## src/inc/ctw_pkg.sv

```systemverilog
package ctw_pkg;
    // register byte offsets
    localparam logic [11:0] CTW_OFF_CTRL = 12'h000;
    localparam logic [11:0] CTW_OFF_STAT = 12'h004;
    localparam logic [11:0] CTW_OFF_IRQ_ST = 12'h008;
    localparam logic [11:0] CTW_OFF_IRQ_MASK = 12'h00c;
    localparam logic [11:0] CTW_OFF_TIMING = 12'h010;
    // control fields
    localparam int CTW_CTRL_TXD = 0;
    localparam int CTW_CTRL_ON = 1;
    localparam int CTW_CTRL_MUTE = 2;
    localparam int CTW_CTRL_LPS = 3;
    localparam int CTW_CTRL_OFF = 4;
    // reset values: undriven inputs pulled to their default levels
    localparam logic [4:0] CTW_CTRL_RST = 5'h03;
    // status / interrupt bits
    localparam int CTW_EV_WAKE = 0;
    localparam int CTW_EV_TSD = 1;
    localparam int CTW_EV_STUCK = 2;
    localparam logic [2:0] CTW_MASK_RST = 3'h0;
    // thermal thresholds in degrees C
    localparam logic [7:0] CTW_TSD_LIMIT = 8'haa;
    localparam logic [7:0] CTW_TSD_HYST_RST = 8'h0f;
    // timing in cycles of pclk
    localparam logic [15:0] CTW_GLITCH_RST = 16'h0004;
    localparam logic [15:0] CTW_WINDOW_RST = 16'h0040;
    localparam logic [15:0] CTW_STUCK_RST = 16'h0100;
    typedef enum logic [1:0] {
        CTW_NORMAL = 2'b00,
        CTW_STANDBY = 2'b01,
        CTW_SHUTDOWN = 2'b10
    } ctw_mode_e;
    typedef enum logic [1:0] {
        CTW_WK_IDLE = 2'b00,
        CTW_WK_DOM1 = 2'b01,
        CTW_WK_REC = 2'b10,
        CTW_WK_DONE = 2'b11
    } ctw_wake_e;
endpackage

```

## src/rtl/ctw_transceiver.sv

```systemverilog
`timescale 1ns/10ps
`default_nettype none
// How it works
// - overheat disables the bus driver
// - overheat: bus recessive, receiver still works
// - resume only at or below limit minus hysteresis
// - transmit input resets high, recessive
// - turn-on input resets high, enabled
// - mute and low-power select reset low
// - bus level counts for wake after glitch time
// - wake needs filtered dominant within window
// - valid wake drives receive output low
// - receive output high in standby until wake
// - power-off disables driver, bias, receiver and wake, select picks mode
// - stuck-low transmit disables driver until rise
// - normal mode mirrors transmit onto bus
module ctw_transceiver
    import ctw_pkg::*;
(
    // clock and reset
    input wire logic pclk,
    input wire logic presetn,
    // apb slave
    input wire logic psel,
    input wire logic penable,
    input wire logic pwrite,
    input wire logic [11:0] paddr,
    input wire logic [31:0] pwdata,
    output logic [31:0] prdata,
    output logic pready,
    output logic pslverr,
    // bus side
    input wire logic bus_dominant,
    input wire logic [7:0] junction_temp,
    output logic bus_drive_dominant,
    output logic bus_bias_on,
    output logic receive_output,
    // interrupt
    output logic irq
);
    logic [4:0] ctrl_q;
    logic [2:0] mask_q, ist_q;
    logic [7:0] hyst_q;
    logic [15:0] glitch_q, window_q, stuck_q;
    logic tsd_q, stuck_flag_q, txd_prev_q;
    logic [15:0] stuck_cnt_q, filt_cnt_q, win_cnt_q;
    logic filt_lvl_q, filt_prev_q;
    ctw_mode_e mode_q;
    ctw_wake_e wk_q;
    logic [31:0] prdata_q;
    logic pready_q, pslverr_q, irq_q, drv_q, bias_q, rxo_q;

    function automatic logic [15:0] inc16(input logic [15:0] v);
        inc16 = (v == 16'hffff) ? v : v + 16'h0001;
    endfunction

    wire acc = psel && penable && !pready_q;
    // writes land on the edge at which the master samples pready
    wire wr = psel && penable && pready_q && pwrite;
    wire hit_ctrl = paddr == CTW_OFF_CTRL;
    wire hit_stat = paddr == CTW_OFF_STAT;
    wire hit_ist = paddr == CTW_OFF_IRQ_ST;
    wire hit_mask = paddr == CTW_OFF_IRQ_MASK;
    wire hit_tim = paddr == CTW_OFF_TIMING;
    wire [11:0] hit_hyst = CTW_OFF_TIMING + 12'h004;
    wire hit_hy = paddr == hit_hyst;
    wire hit_stuck = paddr == (CTW_OFF_TIMING + 12'h008);
    wire mapped = hit_ctrl | hit_stat | hit_ist | hit_mask | hit_tim | hit_hy | hit_stuck;

    wire txd = ctrl_q[CTW_CTRL_TXD];
    wire turn_on = ctrl_q[CTW_CTRL_ON];
    wire mute = ctrl_q[CTW_CTRL_MUTE];
    wire lps = ctrl_q[CTW_CTRL_LPS];
    wire poff = ctrl_q[CTW_CTRL_OFF];
    // turn_on low also forces shutdown, like power-off
    ctw_mode_e mode_d;
    assign mode_d = (poff || !turn_on) ? CTW_SHUTDOWN : (lps ? CTW_STANDBY : CTW_NORMAL);

    wire [8:0] resume_lvl = {1'b0, CTW_TSD_LIMIT} - {1'b0, hyst_q};
    wire tsd_set = junction_temp > CTW_TSD_LIMIT;
    wire tsd_clr = ({1'b0, junction_temp} <= resume_lvl) && !resume_lvl[8];
    wire tsd_d = tsd_q ? !tsd_clr : tsd_set;

    wire stuck_hit = !txd && (stuck_cnt_q >= stuck_q);
    wire txd_rise = txd && !txd_prev_q;
    wire stuck_d = stuck_flag_q ? !txd_rise : stuck_hit;

    // filter: level accepted once stable longer than glitch time
    wire filt_change = bus_dominant != filt_lvl_q;
    // count must time the new level, else a short glitch is taken at once
    wire filt_accept = filt_change && (bus_dominant == filt_prev_q) && (filt_cnt_q >= glitch_q);
    wire dom_ok = filt_accept && bus_dominant;
    wire rec_ok = filt_accept && !bus_dominant;
    wire in_sb = mode_q == CTW_STANDBY;
    wire win_exp = win_cnt_q >= window_q;

    ctw_wake_e wk_d;
    always_comb begin
        wk_d = wk_q;
        if (!in_sb) begin
            wk_d = CTW_WK_IDLE;
        end else begin
            case (wk_q)
                CTW_WK_IDLE: if (dom_ok) wk_d = CTW_WK_DOM1;
                CTW_WK_DOM1: if (win_exp) wk_d = CTW_WK_IDLE; else if (rec_ok) wk_d = CTW_WK_REC;
                CTW_WK_REC: if (win_exp) wk_d = CTW_WK_IDLE; else if (dom_ok) wk_d = CTW_WK_DONE;
                CTW_WK_DONE: wk_d = CTW_WK_DONE;
                default: wk_d = CTW_WK_IDLE;
            endcase
        end
    end
    wire wake_ev = in_sb && (wk_q == CTW_WK_REC) && (wk_d == CTW_WK_DONE);

    wire drv_en = (mode_q == CTW_NORMAL) && !mute && !tsd_q && !stuck_flag_q;
    wire drv_d = drv_en && !txd;
    // normal mode rx mirrors bus, standby shows wake only
    wire rxo_d = (mode_q == CTW_NORMAL) ? !bus_dominant : !(in_sb && wk_q == CTW_WK_DONE);
    wire [2:0] ev = {stuck_hit && !stuck_flag_q, tsd_set && !tsd_q, wake_ev};
    wire [2:0] ist_wc = (wr && hit_ist) ? pwdata[2:0] : 3'h0;
    wire [2:0] ist_d = (ist_q & ~ist_wc) | ev;

    wire [31:0] rd_mux = hit_ctrl ? {27'h0, ctrl_q} :
                         hit_stat ? {24'h0, wk_q, mode_q, rxo_q, stuck_flag_q, tsd_q, drv_q} :
                         hit_ist ? {29'h0, ist_q} :
                         hit_mask ? {29'h0, mask_q} :
                         hit_tim ? {window_q, glitch_q} :
                         hit_hy ? {24'h0, hyst_q} :
                         hit_stuck ? {16'h0, stuck_q} : 32'h0;

    always_ff @(posedge pclk or negedge presetn) begin
        if (!presetn) begin
            ctrl_q <= CTW_CTRL_RST;
            mask_q <= CTW_MASK_RST;
            hyst_q <= CTW_TSD_HYST_RST;
            glitch_q <= CTW_GLITCH_RST;
            window_q <= CTW_WINDOW_RST;
            stuck_q <= CTW_STUCK_RST;
        end else if (wr) begin
            if (hit_ctrl) ctrl_q <= pwdata[4:0];
            if (hit_mask) mask_q <= pwdata[2:0];
            if (hit_hy) hyst_q <= pwdata[7:0];
            if (hit_tim) glitch_q <= pwdata[15:0];
            if (hit_tim) window_q <= pwdata[31:16];
            if (hit_stuck) stuck_q <= pwdata[15:0];
        end
    end

    always_ff @(posedge pclk or negedge presetn) begin
        if (!presetn) begin
            prdata_q <= 32'h0;
            pready_q <= 1'b0;
            pslverr_q <= 1'b0;
            ist_q <= 3'h0;
            irq_q <= 1'b0;
        end else begin
            pready_q <= acc;
            pslverr_q <= acc && !mapped;
            prdata_q <= (acc && !pwrite) ? rd_mux : 32'h0;
            ist_q <= ist_d;
            irq_q <= |(ist_d & mask_q);
        end
    end

    always_ff @(posedge pclk or negedge presetn) begin
        if (!presetn) begin
            mode_q <= CTW_SHUTDOWN;
            tsd_q <= 1'b0;
            stuck_flag_q <= 1'b0;
            txd_prev_q <= 1'b1;
            stuck_cnt_q <= 16'h0;
            filt_lvl_q <= 1'b0;
            filt_prev_q <= 1'b0;
            filt_cnt_q <= 16'h0;
            win_cnt_q <= 16'h0;
            wk_q <= CTW_WK_IDLE;
            drv_q <= 1'b0;
            bias_q <= 1'b0;
            rxo_q <= 1'b1;
        end else begin
            mode_q <= mode_d;
            tsd_q <= tsd_d;
            stuck_flag_q <= stuck_d;
            txd_prev_q <= txd;
            stuck_cnt_q <= txd ? 16'h0 : inc16(stuck_cnt_q);
            filt_prev_q <= bus_dominant;
            filt_lvl_q <= filt_accept ? bus_dominant : filt_lvl_q;
            filt_cnt_q <= (bus_dominant != filt_prev_q) ? 16'h0 : inc16(filt_cnt_q);
            win_cnt_q <= (wk_d == CTW_WK_DOM1 && wk_q == CTW_WK_IDLE) ? 16'h0 : inc16(win_cnt_q);
            wk_q <= wk_d;
            drv_q <= drv_d;
            // recessive bias only in normal mode, else weak ground
            bias_q <= mode_d == CTW_NORMAL;
            rxo_q <= rxo_d;
        end
    end

    assign prdata = prdata_q;
    assign pready = pready_q;
    assign pslverr = pslverr_q;
    assign bus_drive_dominant = drv_q;
    assign bus_bias_on = bias_q;
    assign receive_output = rxo_q;
    assign irq = irq_q;
endmodule
`default_nettype wire
```

## config.mk

```make
export PLATFORM = sky130hd
export DESIGN_NAME = ctw_transceiver
export DESIGN_NICKNAME = d
export VERILOG_FILES = /design/src/inc/ctw_pkg.sv /design/src/rtl/ctw_transceiver.sv
export SDC_FILE = /design/constraint.sdc
export NUM_CORES = 1
export LEC_CHECK = 0
export BUFFER_PORTS_ARGS = -buffer_cell sky130_fd_sc_hd__buf_4
export CAP_MARGIN = 20
export CORE_ASPECT_RATIO = 1.5
export CORE_MARGIN = 2
export CORE_UTILIZATION = 34
export CTS_CLUSTER_DIAMETER = 50
export DETAILED_ROUTE_END_ITERATION = 8
export HOLD_SLACK_MARGIN = 0.02
export SYNTH_ARGS = -nofsm -noshare
export SYNTH_HDL_FRONTEND = slang
export SYNTH_SLANG_ARGS = --single-unit
export TNS_END_PERCENT = 100
```

## constraint.sdc

```tcl
create_clock -name pclk -period 3 [get_ports pclk]
set_input_delay 0.3 -clock pclk [delete_from_list [all_inputs] [get_ports pclk]]
set_output_delay 0.3 -clock pclk [all_outputs]
set_load 0.01 [all_outputs]
```

==> summary.md <==
| Metric | Value |
|---|---|
| Status | `complete, no violations` |
| Pre-CTS setup slack | `0.4990 ns` |
| Sink of the worst hold path | `filt_prev_q` |
| Final net count | `1090` |
| Unrepaired setup endpoints after global routing | `false` |
| Fillers | `2473` |
| Non-filler instance count after layout | `1313` |
| Met3 Use GR | `2.829%` |
| GRT busiest layer | `met2` |
| Layout area overhead | `20.17%` |
| CP bufs+invs | `0` |
| CTS tree | `yes` |
| GR Util All Layers | `17.29%` |
| Logic gate share of total power | `6.1%` |
| Asr flop ratio synth | `100.0%` |
| Detailed-route via count | `6624` |
| Vias/cell | `5.045` |
| CTS Sinks | `162` |
| Worst-path clk slew | `0.07 ns` |
| Post-Synthesis Cells | `866` |
| DR pass1 iterations | `5` |
| CP required | `3.30 ns` |
| Core area | `0.02496 mm2` |
| Chip width | `133.9 um` |
| Number of max-cap violations | `0` |
| Overflow after GRT | `0` |
| Register area share after synthesis | `47.29%` |
| Placer Congestion | `0.8366` |
| Area of placed instances | `0.009748 mm2` |
| Multi-input gate area in the final layout | `0.004190 mm2` |
| Util after Layout | `41.42%` |
| Distinct cells, synth | `68` |
| CP endpoint kind | `flip-flop` |
| Vias in the first global route | `6651` |
| Routed WL | `22070 um` |
| Pint | `3.545 mW` |
| R2R cell count | `7` |
| Fmax | `401.3 MHz` |
| IO buf count | `95` |
| WL per Instance | `16.81 um` |
| CP max stage cell | `a2111oi_0` |
| Num CTS Buffers | `17` |
| P_leak | `4.862 nW` |
| Final Worst Setup Slack | `0.5078 ns` |
| PD cells | `458.5 mW/mm2` |
| Clock insertion delay at the later pin of the skew report | `0.44 ns` |
| Root Driver | `clkbuf_16` |
| Most frequent cell after synthesis | `dfrtp_1` |
| Yosys top cell area share | `43.62%` |
| # H-tree levels | `4` |
| Hold Buf Count CTS | `1` |
| Primary FF master, synth | `dfrtp_1` |
| Met2 Use GR | `31.15%` |
| Ports | `96` |
| Critical Path Fanout Max | `5` |
| Rel. slew slack | `44.37%` |
| TNS Setup | `0 ns` |
| Max-slew violations | `0` |
| GR met1 Demand/Resource | `20.15%` |
| First-pass GRT wire length | `35360 um` |
| Pwr Total | `4.741 mW` |
| Hold Path Stages | `1` |
| Postcts setup bufs | `0` |
| Syn Nets | `984` |
| Initial Util | `34.47%` |
| Layout cells sized above 1 | `20.41%` |
| Largest cells by area after synthesis | `dfrtp_1 44%, ha_1 8.7%, nand2_1 3.8%` |
| Die Area | `0.02662 mm2` |
| CP most frequent cell | `a21oi_1` |
| RR Startpoint | `win_cnt_q[11]` |
| Clock network power share | `45.8%` |
| Fin area | `0.01034 mm2` |
| WHS | `0.04279 ns` |
| Initial antenna violation count | `0` |
| # DRC | `0` |
| Sw Share | `25.23%` |
| RR Endpoint | `wk_q[0]` |
| N_diodes | `0` |
| Worst path max stage delay | `0.45 ns` |
| Worst vdd ir | `0.4201 mV` |
| Crit Path Class | `reg -> reg` |
| HP Start | `bus_dominant` |
| DP Cell Count | `1280` |
| Largest net degree at the start of global routing | `56` |
| Startpoint Class | `flip-flop` |
| Ranking of synthesized cells by instance count | `150 x dfrtp_1, 88 x nand2_1, 77 x nor2_1, 65 x o21ai_0, 63 x inv_1` |
| Clock Skew | `0.01341 ns` |
| Synth Warn # | `0` |
| # resized after CTS | `0` |
| Clk buf depth | `2` |
| # rows | `71` |
| Average instance area after synthesis | `9.936 um2` |
| Final hold viol count | `0` |
| Hold/Removal Path Class | `in -> reg` |
| R2R Setup Slk | `0.51 ns` |
| Post-DP HPWL | `16650 um` |
| DR iter-0 viols | `327` |
| Post-synth top area cell | `dfrtp_1` |
| Detail Route Antenna Nets | `0` |
| Worst Tran Pin Value | `0.8337 ns` |
| Number of synthesized flops with an enable pin | `0` |
| Die Span Y | `198.8 um` |
| Setup violators final | `0` |
| Net Sw Power | `1.196 mW` |
| Arrival time at the worst endpoint | `2.79 ns` |
| Cell family with most CP delay | `compound AO/OA/AOI/OAI gates` |
| Cell area after synthesis | `0.008605 mm2` |
| Sequential share of power | `48.1%` |
| Min Tclk post-route | `2.492 ns` |
| Synth Register Bits | `162` |
| Seq. cell area | `0.004069 mm2` |
| Fin crit share | `83.07%` |
| Worst-path cell chain | `ha_1 > a21oi_1 > o21a_1 > o211ai_1 > a21oi_1 > a311oi_1 > a2111oi_0` |
==> state kept, by name, summed over array words and instances, names as in the netlist, 2 cells and up <==
| signal | count |
|---|---|
| prdata | 32 |
| ctrl_q | 5 |
| window_q | 16 |
| stuck_cnt_q | 16 |
| stuck_q | 16 |
| glitch_q | 16 |
| mode_q | 2 |
| mask_q | 3 |
| wk_q | 2 |
| filt_cnt_q | 16 |
| hyst_q | 8 |
| ist_q | 3 |
| win_cnt_q | 16 |
==> worst max-delay path by stage <==
stage / from / end / slack, ns / depth (start not counted)
final: win_cnt_q[11] / wk_q[0] / 0.51 / 7
after global placement: filt_cnt_q[0] / win_cnt_q[12] / 0.58 / 8
after CTS: filt_cnt_q[0] / win_cnt_q[14] / 0.51 / 8
after global routing: win_cnt_q[11] / wk_q[0] / 0.24 / 7
after floorplan: filt_cnt_q[0] / win_cnt_q[3] / 0.76 / 9
after detailed placement: filt_cnt_q[0] / win_cnt_q[14] / 0.50 / 8
==> layer usage <==
metal  wire length, um  vias to the layer above
li1                  -                     3242
met1              9030                     3220
met2             11750                      134
met3               730                       28
met4               562                        0
met5                 0                        -
==> layout by cell type, fill, tap and decap left out, drive strengths merged, types with 13 or more instances in the layout <==
master,n
nand4,15
nor3,21
nor2,80
mux2,19
inv,71
o21ai,68
xnor2,26
dfrtp,150
nand2,89
ha,60
a22oi,21
a21oi,38
nand3,27
xor2,13
buf,110
clkbuf,19
and2,19
==> worst reg2reg max path: cells and delay by family, from the launching register on <==
kind	cells	cell delay, ns
AOI/OAI and AO/OA	6	1.59
adders and majority gates	1	0.33
DFF	1	0.43
==> power by group through the flow <==
| stage | combinational, mW | sequential, mW | clock, mW |
|---|---|---|---|
| 4_1_cts | 0.295 | 2.28 | 2.22 |
| 6_report | 0.287 | 2.28 | 2.17 |
| 3_5_place_dp | 0.291 | 2.32 | 0 |
| 3_3_place_gp | 0.287 | 2.32 | 0 |
| 5_1_grt | 0.329 | 2.29 | 2.31 |
| 2_1_floorplan | 0.133 | 2.30 | 0 |
==> layout make-up <==
cell class	count	area share, %
clock buffer	19	4.284
clock inverter	13	1.343
inverter	63	2.287
multi-input combinational	617	40.53
sequential	162	39.35
tap	328	3.969
timing repair buffer	111	8.241
==> cells by family after synthesis <==
group / after synthesis / share of synthesized area, %
adder cells (fa/ha/maj): 60 / 8.725
flip-flops: 162 / 47.29
AND/OR/NAND/NOR: 308 / 18.39
buffers and inverters: 87 / 4.072
multiplexers: 31 / 4.028
AO/OA/AOI/OAI: 179 / 13.44
XOR/XNOR: 39 / 4.057
No activity file was read; power rests on OpenSTA's default activity.
